==> src/cps_pkg.sv <==
package cps_pkg;
   // ----------------------------------------------------------
   // clock and timing
   // ----------------------------------------------------------
   localparam int unsigned CLK_HZ       = 10_000_000;
   localparam int unsigned T_BIAS_MS    = 220;
   localparam int unsigned T_DCD_MS     = 500;
   localparam int unsigned T_QUAL_MS    = 30;
   localparam int unsigned T_SS_STEP_US = 10;
   localparam int unsigned BIAS_CYC     = T_BIAS_MS * (CLK_HZ / 1000);
   localparam int unsigned DCD_CYC      = T_DCD_MS * (CLK_HZ / 1000);
   localparam int unsigned QUAL_CYC     = T_QUAL_MS * (CLK_HZ / 1000);
   localparam int unsigned SS_CYC       = T_SS_STEP_US * (CLK_HZ / 1_000_000);
   localparam int unsigned TMR_W        = 23;
   localparam int unsigned SS_W         = 7;

   // ----------------------------------------------------------
   // register map
   // ----------------------------------------------------------
   localparam int unsigned AW       = 12;
   localparam logic [11:0] OFS_CTRL = 12'h000;
   localparam logic [11:0] OFS_ICL  = 12'h004;
   localparam logic [11:0] OFS_VIL  = 12'h008;
   localparam logic [11:0] OFS_STAT = 12'h00C;
   localparam logic [11:0] OFS_EFF  = 12'h010;

   localparam int unsigned B_HIZ  = 0;
   localparam int unsigned B_AUTO = 1;
   localparam int unsigned B_FRC  = 2;
   localparam int unsigned B_DCPB = 3;
   localparam int unsigned B_EXTL = 4;
   localparam int unsigned B_TRK  = 5;
   localparam int unsigned B_BPFM = 6;
   localparam int unsigned B_OPFM = 7;
   localparam int unsigned B_CHG  = 8;
   localparam int unsigned CTRL_W = 9;
   localparam logic [8:0]  CTRL_RST = 9'h102;

   localparam int unsigned B_FLAG = 3;
   localparam int unsigned B_OFLT = 4;
   localparam int unsigned B_OCP  = 5;
   localparam int unsigned B_ST   = 8;
   localparam int unsigned B_EVIL = 16;

   // ----------------------------------------------------------
   // limits: current 20 mA per code, voltage 40 mV per code
   // ----------------------------------------------------------
   localparam logic [7:0] ICL_MIN  = 8'h05;
   localparam logic [7:0] ICL_500  = 8'h19;
   localparam logic [7:0] ICL_1000 = 8'h32;
   localparam logic [7:0] ICL_1500 = 8'h4B;
   localparam logic [7:0] ICL_2100 = 8'h69;
   localparam logic [7:0] ICL_2400 = 8'h78;
   localparam logic [8:0] VIL_RST  = 9'h073;
   localparam logic [8:0] TRK_OFS  = 9'h00A;

   localparam logic [2:0] SRC_NONE = 3'h0;
   localparam logic [2:0] SRC_SDP  = 3'h1;
   localparam logic [2:0] SRC_CDP  = 3'h2;
   localparam logic [2:0] SRC_DCP  = 3'h3;
   localparam logic [2:0] SRC_UNK  = 3'h4;
   localparam logic [2:0] SRC_NSTD = 3'h5;

   localparam logic [1:0] BC_SDP = 2'h1;
   localparam logic [1:0] BC_CDP = 2'h2;

   // ----------------------------------------------------------
   // synchronised comparator inputs
   // ----------------------------------------------------------
   localparam int unsigned I_VBUS = 0;
   localparam int unsigned I_VBAT = 1;
   localparam int unsigned I_SLP  = 2;
   localparam int unsigned I_OVP  = 3;
   localparam int unsigned I_POOR = 4;
   localparam int unsigned I_SOVP = 5;
   localparam int unsigned I_HOT  = 6;
   localparam int unsigned I_P20  = 7;
   localparam int unsigned I_P28  = 8;
   localparam int unsigned I_M20  = 9;
   localparam int unsigned I_M28  = 10;
   localparam int unsigned I_OCP  = 11;
   localparam int unsigned I_LL   = 12;
   localparam int unsigned I_BST  = 13;
   localparam int unsigned I_BFLT = 14;
   localparam int unsigned I_BCV  = 15;
   localparam int unsigned I_BCT  = 16;
   localparam int unsigned NSYNC  = 18;

   typedef enum logic [4:0] {
      ST_IDLE = 5'h01,
      ST_BIAS = 5'h02,
      ST_QUAL = 5'h04,
      ST_DET  = 5'h08,
      ST_RUN  = 5'h10
   } cps_state_t;
endpackage

==> src/cps_top.sv <==
// The APB slave port and the placing of the registers are this design's own decisions.
`timescale 1ns/100ps
`default_nettype none
module cps_top
#(
   parameter int unsigned BIAS_CYC_P = cps_pkg::BIAS_CYC,
   parameter int unsigned DCD_CYC_P  = cps_pkg::DCD_CYC,
   parameter int unsigned QUAL_CYC_P = cps_pkg::QUAL_CYC
)(
   input  wire logic              pclk,          // bus clock
   input  wire logic              presetn,       // async reset
   input  wire logic [cps_pkg::AW-1:0] paddr,    // byte address
   input  wire logic              psel,          // select
   input  wire logic              penable,       // access phase
   input  wire logic              pwrite,        // write
   input  wire logic [31:0]       pwdata,        // write data
   output logic      [31:0]       prdata,        // read data
   output logic                   pready,        // ready
   output logic                   pslverr,       // unmapped
   input  wire logic              vbus_uvlo_ok,  // input above lockout
   input  wire logic              vbat_uvlo_ok,  // battery above depletion
   input  wire logic              vbus_sleep_ok, // input above battery+margin
   input  wire logic              vbus_ovp,      // input overvoltage
   input  wire logic              poor_src_ok,   // input holds under test load
   input  wire logic              sys_ovp,       // system overvoltage
   input  wire logic              die_hot,       // die above shutdown temp
   input  wire logic              dp_win_2p0,    // D+ in 2.0 V window
   input  wire logic              dp_win_2p8,    // D+ in 2.8 V window
   input  wire logic              dm_win_2p0,    // D- in 2.0 V window
   input  wire logic              dm_win_2p8,    // D- in 2.8 V window
   input  wire logic              lim_ocp,       // limit pin above 900 mV
   input  wire logic              light_load,    // light load seen
   input  wire logic              boost_active,  // boost mode running
   input  wire logic              boost_fault,   // boost fault event
   input  wire logic              bc_valid,      // port detector result valid
   input  wire logic [1:0]        bc_type,       // 1 std, 2 charging, 3 dedicated
   input  wire logic [7:0]        lim_code,      // limit pin setting code
   input  wire logic [8:0]        vbat_code,     // battery voltage code
   output logic                   bias_regulator_enable, // bias regulator on
   output logic                   poor_src_load_enable,  // test load on
   output logic                   detect_enable,         // data-line detection
   output logic                   converter_enable,      // converter switching
   output logic                   battery_switch_on,     // battery switch closed
   output logic                   dp_src_0p6_enable,     // D+ 0.6 V source
   output logic                   mid_rail_good,         // mid rail good pin
   output logic                   buck_pfm_enable,       // buck pfm mode
   output logic                   boost_pfm_enable,      // boost pfm mode
   output logic [7:0]             active_current_limit,  // applied limit
   output logic [8:0]             active_voltage_limit,  // applied limit
   output logic                   serial_enable,         // serial port enabled
   output logic                   por_irq_pulse          // interrupt pulse
);
   import cps_pkg::*;

   localparam logic [TMR_W-1:0] BIAS_LIM = TMR_W'(BIAS_CYC_P - 1);
   localparam logic [TMR_W-1:0] DCD_LIM  = TMR_W'(DCD_CYC_P - 1);
   localparam logic [TMR_W-1:0] QUAL_LIM = TMR_W'(QUAL_CYC_P - 1);
   localparam logic [SS_W-1:0]  SS_LIM   = SS_W'(SS_CYC - 1);

   // ----------------------------------------------------------
   // input synchronisers
   // ----------------------------------------------------------
   logic [NSYNC-1:0] raw_in;
   logic [NSYNC-1:0] sync_a;
   logic [NSYNC-1:0] sync_b;

   assign raw_in = {bc_type, bc_valid, boost_fault, boost_active,
                    light_load, lim_ocp, dm_win_2p8, dm_win_2p0,
                    dp_win_2p8, dp_win_2p0, die_hot, sys_ovp,
                    poor_src_ok, vbus_ovp, vbus_sleep_ok,
                    vbat_uvlo_ok, vbus_uvlo_ok};

   always_ff @(posedge pclk or negedge presetn) begin
      if (!presetn) begin
         sync_a <= '0;
         sync_b <= '0;
      end else begin
         sync_a <= raw_in;
         sync_b <= sync_a;
      end
   end

   wire s_vbus = sync_b[I_VBUS];
   wire s_vbat = sync_b[I_VBAT];
   wire s_slp  = sync_b[I_SLP];
   wire s_ovp  = sync_b[I_OVP];
   wire s_poor = sync_b[I_POOR];
   wire s_sovp = sync_b[I_SOVP];
   wire s_hot  = sync_b[I_HOT];
   wire s_ocp  = sync_b[I_OCP];
   wire s_ll   = sync_b[I_LL];
   wire s_bst  = sync_b[I_BST];
   wire s_bflt = sync_b[I_BFLT];
   wire s_bcv  = sync_b[I_BCV];
   wire [1:0] s_bct = sync_b[I_BCT+1:I_BCT];

   // ----------------------------------------------------------
   // power-on detection
   // ----------------------------------------------------------
   logic por_q;
   wire  por_ok   = s_vbus | s_vbat;
   wire  por_rise = por_ok & ~por_q;

   always_ff @(posedge pclk or negedge presetn) begin
      if (!presetn) begin
         por_q         <= 1'b0;
         por_irq_pulse <= 1'b0;
         serial_enable <= 1'b0;
      end else begin
         por_q         <= por_ok;
         por_irq_pulse <= por_rise;
         serial_enable <= por_ok;
      end
   end

   // ----------------------------------------------------------
   // bus decode
   // ----------------------------------------------------------
   logic [CTRL_W-1:0] ctrl;
   logic [7:0]        icl;
   logic [8:0]        vil;
   logic [2:0]        src_type;
   logic              src_flag;
   logic              ocp_flag;
   logic              boost_fault_status;
   logic              force_pend;
   logic [7:0]        eff_icl;
   logic [8:0]        eff_vil;
   cps_state_t        state;
   cps_state_t        next_state;

   wire sel_ctrl = (paddr == OFS_CTRL);
   wire sel_icl  = (paddr == OFS_ICL);
   wire sel_vil  = (paddr == OFS_VIL);
   wire sel_stat = (paddr == OFS_STAT);
   wire sel_eff  = (paddr == OFS_EFF);
   wire mapped   = sel_ctrl | sel_icl | sel_vil | sel_stat | sel_eff;
   wire acc      = psel & penable;
   wire wr       = acc & pwrite & mapped;
   wire rd_setup = psel & ~penable;

   wire hiz      = ctrl[B_HIZ];
   wire auto_det = ctrl[B_AUTO];
   wire dcp_bias = ctrl[B_DCPB];
   wire ext_lim  = ctrl[B_EXTL];
   wire trk_en   = ctrl[B_TRK];
   wire chg_en   = ctrl[B_CHG];

   wire [31:0] rd_ctrl = {{(32-CTRL_W){1'b0}}, ctrl};
   wire [31:0] rd_icl  = {24'h000000, icl};
   wire [31:0] rd_vil  = {23'h0, vil};
   wire [31:0] rd_stat = {19'h0, state, 2'h0, ocp_flag,
                          boost_fault_status, src_flag, src_type};
   wire [31:0] rd_eff  = {7'h0, eff_vil, 8'h00, eff_icl};
   wire [31:0] rd_mux  = sel_ctrl ? rd_ctrl :
                         sel_icl  ? rd_icl  :
                         sel_vil  ? rd_vil  :
                         sel_stat ? rd_stat :
                         sel_eff  ? rd_eff  : 32'h00000000;

   assign pready  = 1'b1;
   assign pslverr = acc & ~mapped;

   always_ff @(posedge pclk or negedge presetn) begin
      if (!presetn) begin
         prdata <= 32'h00000000;
      end else if (rd_setup) begin
         prdata <= rd_mux;
      end
   end

   // ----------------------------------------------------------
   // power-up sequencer
   // ----------------------------------------------------------
   logic [TMR_W-1:0] tmr;

   wire bias_cond = s_vbus & s_slp & ~hiz;
   wire qual_ok   = ~s_ovp & s_poor;
   wire start_ok  = s_slp & ~s_ovp & ~hiz & ~s_sovp & ~s_hot;

   always_comb begin
      next_state = state;
      unique case (state)
         ST_IDLE: begin
            if (bias_cond) begin
               next_state = ST_BIAS;
            end
         end
         ST_BIAS: begin
            if (tmr == BIAS_LIM) begin
               next_state = ST_QUAL;
            end
         end
         ST_QUAL: begin
            if (!qual_ok) begin
               next_state = ST_BIAS;
            end else if (tmr == QUAL_LIM) begin
               next_state = auto_det ? ST_DET : ST_RUN;
            end
         end
         ST_DET: begin
            if (s_bcv || tmr == DCD_LIM) begin
               next_state = ST_RUN;
            end
         end
         ST_RUN: begin
            if (force_pend) begin
               next_state = ST_DET;
            end
         end
      endcase
      if (!bias_cond) begin
         next_state = ST_IDLE;
      end
   end

   always_ff @(posedge pclk or negedge presetn) begin
      if (!presetn) begin
         state <= ST_IDLE;
         tmr   <= '0;
      end else begin
         state <= next_state;
         if (next_state != state) begin
            tmr <= '0;
         end else if (tmr != '1) begin
            tmr <= tmr + 1'b1;
         end
      end
   end

   wire qual_done = (state == ST_QUAL) & qual_ok & (tmr == QUAL_LIM) & bias_cond;
   wire det_end   = (state == ST_DET) & (next_state == ST_RUN);
   wire qualified = (state == ST_DET) | (state == ST_RUN);

   // ----------------------------------------------------------
   // detection result
   // ----------------------------------------------------------
   wire div1 = sync_b[I_P20] & sync_b[I_M28];
   wire div2 = sync_b[I_P28] & sync_b[I_M20];
   wire div3 = sync_b[I_P28] & sync_b[I_M28];

   wire [2:0] ns_type = (div1 | div2 | div3) ? SRC_NSTD : SRC_UNK;
   wire [7:0] ns_icl  = div1 ? ICL_1000 :
                        div2 ? ICL_2100 :
                        div3 ? ICL_2400 : ICL_500;
   wire [2:0] bc_src  = (s_bct == BC_SDP) ? SRC_SDP :
                        (s_bct == BC_CDP) ? SRC_CDP : SRC_DCP;
   wire [7:0] bc_icl  = (s_bct == BC_SDP) ? ICL_500 : ICL_1500;
   wire [2:0] det_src = s_bcv ? bc_src : ns_type;
   wire [7:0] det_icl = s_bcv ? bc_icl : ns_icl;

   // ----------------------------------------------------------
   // registers
   // ----------------------------------------------------------
   wire ocp_hit = ext_lim & s_ocp;
   wire frc_wr  = wr & sel_ctrl & pwdata[B_FRC];

   always_ff @(posedge pclk or negedge presetn) begin
      if (!presetn) begin
         ctrl               <= CTRL_RST;
         icl                <= ICL_500;
         vil                <= VIL_RST;
         src_type           <= SRC_NONE;
         src_flag           <= 1'b0;
         ocp_flag           <= 1'b0;
         boost_fault_status <= 1'b0;
         force_pend         <= 1'b0;
      end else if (por_rise) begin
         ctrl               <= CTRL_RST;
         icl                <= ICL_500;
         vil                <= VIL_RST;
         src_type           <= SRC_NONE;
         src_flag           <= 1'b0;
         ocp_flag           <= 1'b0;
         boost_fault_status <= 1'b0;
         force_pend         <= 1'b0;
      end else begin
         if (wr && sel_ctrl) begin
            ctrl <= pwdata[CTRL_W-1:0] & ~(CTRL_W'(1) << B_FRC);
         end
         // detection wins a same-cycle host write
         if (det_end) begin
            icl <= det_icl;
         end else if (wr && sel_icl) begin
            icl <= pwdata[7:0];
         end
         if (wr && sel_vil) begin
            vil <= pwdata[8:0];
         end
         if (qual_done) begin
            src_type <= SRC_UNK;
         end else if (det_end) begin
            src_type <= det_src;
         end else if (!bias_cond) begin
            src_type <= SRC_NONE;
         end
         // a new event beats a write-one-to-clear in the same cycle
         if (qual_done) begin
            src_flag <= 1'b1;
         end else if (wr && sel_stat && pwdata[B_FLAG]) begin
            src_flag <= 1'b0;
         end
         if (ocp_hit) begin
            ocp_flag <= 1'b1;
         end else if (wr && sel_stat && pwdata[B_OCP]) begin
            ocp_flag <= 1'b0;
         end
         if (ocp_hit) begin
            boost_fault_status <= 1'b0;
         end else if (s_bflt) begin
            boost_fault_status <= 1'b1;
         end
         if (frc_wr) begin
            force_pend <= 1'b1;
         end else if (state == ST_DET) begin
            force_pend <= 1'b0;
         end
      end
   end

   // ----------------------------------------------------------
   // effective limits and soft start
   // ----------------------------------------------------------
   wire [8:0] trk_vil  = vbat_code + TRK_OFS;
   wire [7:0] next_icl = (ext_lim && lim_code < icl) ? lim_code : icl;
   wire [8:0] next_vil = (trk_en && trk_vil > vil) ? trk_vil : vil;

   logic [SS_W-1:0] ss_cnt;
   logic            conv_q;
   wire             conv_on = qualified & start_ok;
   wire             ss_tick = (ss_cnt == SS_LIM);

   always_ff @(posedge pclk or negedge presetn) begin
      if (!presetn) begin
         eff_icl              <= ICL_500;
         eff_vil              <= VIL_RST;
         active_current_limit <= ICL_MIN;
         active_voltage_limit <= VIL_RST;
         ss_cnt               <= '0;
         conv_q               <= 1'b0;
      end else begin
         eff_icl              <= next_icl;
         eff_vil              <= next_vil;
         active_voltage_limit <= next_vil;
         conv_q               <= conv_on;
         ss_cnt               <= (ss_tick || !conv_on) ? '0 : ss_cnt + 1'b1;
         if (!conv_on || !conv_q) begin
            active_current_limit <= ICL_MIN;
         end else if (active_current_limit > eff_icl) begin
            active_current_limit <= eff_icl;
         end else if (ss_tick && active_current_limit < eff_icl) begin
            active_current_limit <= active_current_limit + 1'b1;
         end
      end
   end

   // ----------------------------------------------------------
   // power stage controls
   // ----------------------------------------------------------
   assign bias_regulator_enable = (state != ST_IDLE) & (state != ST_BIAS);
   assign poor_src_load_enable  = (state == ST_QUAL);
   assign detect_enable         = (state == ST_DET);
   assign converter_enable      = conv_on;
   assign battery_switch_on     = s_vbat & (~conv_on | chg_en);
   assign dp_src_0p6_enable     = (src_type == SRC_DCP) & dcp_bias & ~hiz;
   assign mid_rail_good         = ~hiz & (conv_on | ocp_hit);
   assign buck_pfm_enable       = conv_on & s_ll & ~ctrl[B_BPFM];
   assign boost_pfm_enable      = s_bst & s_ll & ~ctrl[B_OPFM];
endmodule
`default_nettype wire

==> config.mk <==
export PLATFORM = sky130hd
export DESIGN_NAME = cps_top
export DESIGN_NICKNAME = d
export VERILOG_FILES = /design/src/cps_pkg.sv /design/src/cps_top.sv
export SDC_FILE = /design/constraint.sdc
export NUM_CORES = 1
export LEC_CHECK = 0
export ABC_CLOCK_PERIOD_IN_PS = 2800
export BUFFER_PORTS_ARGS = -buffer_cell sky130_fd_sc_hd__buf_2
export CAP_MARGIN = 25
export CORE_AREA = 5 5 123 125
export CTS_BUF_LIST = sky130_fd_sc_hd__clkbuf_8
export DETAILED_ROUTE_END_ITERATION = 8
export DIE_AREA = 0 0 128 130
export HOLD_SLACK_MARGIN = 0.05
export PLACE_DENSITY = 0.81
export SETUP_SLACK_MARGIN = 0.2
export SLEW_MARGIN = 20
export SYNTH_ARGS = -nofsm -noshare
export SYNTH_HDL_FRONTEND = slang
export SYNTH_SLANG_ARGS = --single-unit
==> constraint.sdc <==
create_clock -name pclk -period 2.8 [get_ports pclk]
set_input_delay 0.28 -clock pclk [delete_from_list [all_inputs] [get_ports pclk]]
set_output_delay 0.28 -clock pclk [all_outputs]
set_load 0.05 [all_outputs]
==> results.md <==
- Outcome: complete, no violations
- Internal reg-to-reg setup slack: 0.30 ns
- Most used flip-flop cell after synthesis: sky130_fd_sc_hd__dfrtp_1
- Largest vdd supply drop: 0.289 mV
- Post-detailed-routing wire length: 19300 um
- Critical path launch point: state[3]
- Worst reg2reg startpoint: state[3]
- Max incr delay on CP: 0.58 ns
- FF+latch count, synth: 153
- Antenna fix cells: 0
- Smallest setup slack after layout: 0.297 ns
- Unrepaired setup endpoints after global routing: yes
- Utilization after layout: 67.8%
- Buffers on Ports: 111
- Final routed wire length divided by cell count: 16.7 um
- Row Count: 43
- Pin slew with the least headroom to its limit: 0.782 ns
- Final Critical Period: 2.50 ns
- DRC marker count from the first detailed-route iteration: 595
- Crit-path cells: or4b_4 > a211o_1 > a31oi_4 > nor3b_4 > buf_4 > mux2i_1 > nor2_1
- Netlist Area Pre-Place: 7860 um^2
- Clock tree buffer depth: 2
- Vertical die dimension: 130 um
- Remaining antenna violation count: 0
- Share of layout cells above drive strength 1: 23.9%
- Max-cap violations: 0
- Power density over the cells: 469 nW/um^2
- Hold EP: eff_vil[1]
- Combinational share of power: 9.5%
- Global routing usage summed across all routing layers: 23.7%
- Depth of the most critical reg-to-reg path: 7
- Class of the tightest hold or removal check: primary input to flip-flop
- Leak Pwr: 4.35 nW
- Worst setup slack before clock tree synthesis: 0.261 ns
- Final cell area excluding filler cells: 9340 um^2
- DR vias: 6571
- Data required time at the worst endpoint: 3.12 ns
- Vias per std cell: 5.67
- Synthesized area per cell: 9.65 um^2
- Chip width: 128 um
- Pin count of the biggest net entering global routing: 62
- Cell depth of the worst hold path: 2
- Max Clk Rate: 400 MHz
- Boundary pin count: 146
- Number of global-route vias before repair: 6266
- Net Sw Power: 1.16 mW
- Final total power: 4.38 mW
- Number of levels the H-tree was split into: 4
- Wire length of the first global-routing pass: 31300 um
- Count of warnings emitted by yosys: 0
- Max-slew headroom at the worst pin: 47.2%
- Number of antenna violations at the first check in global routing: 0
- Total of endpoints with negative setup slack in the final report: 0
- Post-Route Skew: 0.0133 ns
- Worst skew pair latency: 0.46 ns
- Library cell contributing the largest single delay on the critical path: sky130_fd_sc_hd__or4b_4
- Crit end category: flip-flop
- Leftover overflow at the end of global routing: 0
- Core Footprint: 13800 um^2
- TritonCTS clock tree: yes
- Final hold violations: 0
- Count of nets after finishing: 1077
- Fraction of the yosys area taken by sequential cells: 49.0%
- Worst EP arrival: 2.82 ns
- Category of the critical setup timing path: flip-flop to flip-flop
- Synthesis-to-layout area growth: 18.8%
- Number of buffers inserted during clock tree synthesis: 17
- Switching Fraction: 26.6%
- Placer congestion estimate: 0.924
- Gate count after technology mapping: 815
- Clock power share: 38.3%
- Portion of total power attributed to sequential cells: 52.2%
- Startpoint of the most critical hold path: vbat_code[1]
- Post-route clock period utilization: 89.4%
- Clock transition at path regs: 0.08 ns
- Post-DP Area: 8700 um^2
- Initial standard-cell utilization of the core: 57.1%
- Sinks on the clock net: 153
- Number of distinct standard cells referenced by the synthesized netlist: 69
- Setup total negative slack: 0 ns
- Startpoint type of the worst setup path: flip-flop
- Initial DRT Pass Iterations: 5
- FFs w/ async S/R, synth: 100%
- Int Pwr: 3.21 mW
- Final max-slew violation count: 0
- Die ar.: 16600 um^2
- EDFF count, synth: 0
- HPWL after DPL: 14100 um
- Worst-path fanout max: 9
- Capture instance of the worst register-to-register path: icl[5]
- Number of DRC violations after detailed routing: 0
- CTS root buf: sky130_fd_sc_hd__clkbuf_8
per-layer routing:
layer  vias up  part of all wire (%)  track usage (%)
met5         -                     0                0
met4         0                   1.8             7.18
met3        28                   6.4             4.79
met2       213                    50             39.9
met1      3185                    42             31.1
li1       3145                     -                -
synthesized netlist by cell type (6+ instances only):
library cell,n,area [um^2]
sky130_fd_sc_hd__a31oi_1,8,50.1
sky130_fd_sc_hd__nand4_1,11,68.8
sky130_fd_sc_hd__nor2_1,84,315
sky130_fd_sc_hd__nand2b_1,10,62.6
sky130_fd_sc_hd__and3_1,10,62.6
sky130_fd_sc_hd__nand3_1,55,275
sky130_fd_sc_hd__xnor2_1,26,228
sky130_fd_sc_hd__a21oi_1,44,220
sky130_fd_sc_hd__a211oi_1,11,82.6
sky130_fd_sc_hd__ha_1,28,350
sky130_fd_sc_hd__xor2_1,9,78.8
sky130_fd_sc_hd__mux2_2,19,214
sky130_fd_sc_hd__o21a_1,6,45.0
sky130_fd_sc_hd__nand2_1,84,315
sky130_fd_sc_hd__o21ai_0,34,170
sky130_fd_sc_hd__nor4_1,10,62.6
sky130_fd_sc_hd__mux2i_1,12,120
sky130_fd_sc_hd__buf_4,12,90.1
sky130_fd_sc_hd__nor3_1,19,95.1
sky130_fd_sc_hd__clkbuf_1,25,93.8
sky130_fd_sc_hd__dfstp_2,21,552
sky130_fd_sc_hd__dfrtp_1,132,3300
sky130_fd_sc_hd__nor2b_1,12,75.1
sky130_fd_sc_hd__inv_1,44,165
state kept, by name, indices dropped and copies added (netlist names), 3 cells and up:
signal                count
vil                       9
active_current_limit      8
ss_cnt                    7
eff_vil                   9
src_type                  3
sync_b                   18
state                     5
ctrl                      8
eff_icl                   8
prdata                   22
sync_a                   18
tmr                      23
icl                       8
worst max-delay path: cells and delay by family (launching register included):
family	cells	cell delay (ns)
multiplexers	1	0.20
AO/OA/AOI/OAI	2	0.55
AND/OR/NAND/NOR	3	0.93
flip-flops	1	0.46
buffers and inverters	1	0.22
final cells by class:
| class | instances | area [um^2] |
|---|---|---|
| fillers | 1084 | 4440 |
| flip-flops and latches | 153 | 3850 |
| multi-input cells | 583 | 3660 |
| repair buffers | 166 | 1030 |
| clock buffers | 18 | 248 |
| well taps | 180 | 225 |
| inverters | 44 | 165 |
| clock inverters | 14 | 150 |
per-stage QoR:
stage | cells | hold WS [ns]
detailed placement | 1103 | 0.301
global route | 1158 | 0.0621
floorplan | 824 | -0.0156
CTS | 1154 | 0.0648
finish | 1158 | 0.0870
global placement | 1103 | 0.297
repair_timing:
action,in CTS,in global routing
endpoints found under the setup margin,0,17
hold buffers,19,0
hold endpoints to repair,64,0
buffers inserted,0,4
gates resized for setup,0,2
logic make-up after synthesis:
kind of cell	synth area share, %
xor+xnor	3.90
mux	4.25
flops	49.0
other cells	0.0955
buf+inv	5.04
compound gates	11.0
fa+ha+maj	4.46
simple gates	22.2
power by group through the flow:
stage / clock network [mW] / logic (mW) / registers [mW]
final: 1.68 / 0.414 / 2.29
after global routing: 1.81 / 0.455 / 2.29
after CTS: 1.69 / 0.407 / 2.29
after detailed placement: 0 / 0.383 / 2.33
after global placement: 0 / 0.375 / 2.33
after floorplan: 0 / 0.201 / 2.35
cells in the final DEF (no fill, tap or decap), drive strengths merged, types with 4 or more instances in the layout:
| master | n |
|---|---|
| a211oi | 12 |
| a21oi | 45 |
| a221oi | 5 |
| a31oi | 9 |
| and3 | 10 |
| and3b | 5 |
| and4 | 4 |
| buf | 146 |
| clkbuf | 19 |
| clkinv | 8 |
| conb | 11 |
| dfrtp | 132 |
| dfstp | 21 |
| dlygate4sd3 | 19 |
| ha | 28 |
| inv | 45 |
| mux2 | 19 |
| mux2i | 12 |
| nand2 | 84 |
| nand2b | 10 |
| nand3 | 55 |
| nand4 | 12 |
| nand4b | 4 |
| nor2 | 85 |
| nor2b | 12 |
| nor3 | 19 |
| nor3b | 4 |
| nor4 | 12 |
| nor4b | 5 |
| o211ai | 4 |
| o21a | 6 |
| o21ai | 35 |
| xnor2 | 26 |
| xor2 | 9 |
worst max-delay path by stage:
stage	end	slack [ns]	depth (start not counted)
after floorplan	eff_vil[2]	0.30	10
final	icl[5]	0.30	7
after CTS	icl[5]	0.25	7
after detailed placement	icl[5]	0.26	7
after global placement	icl[5]	0.31	7
after global routing	icl[5]	0.17	7
(Power assumes the default switching activity.)
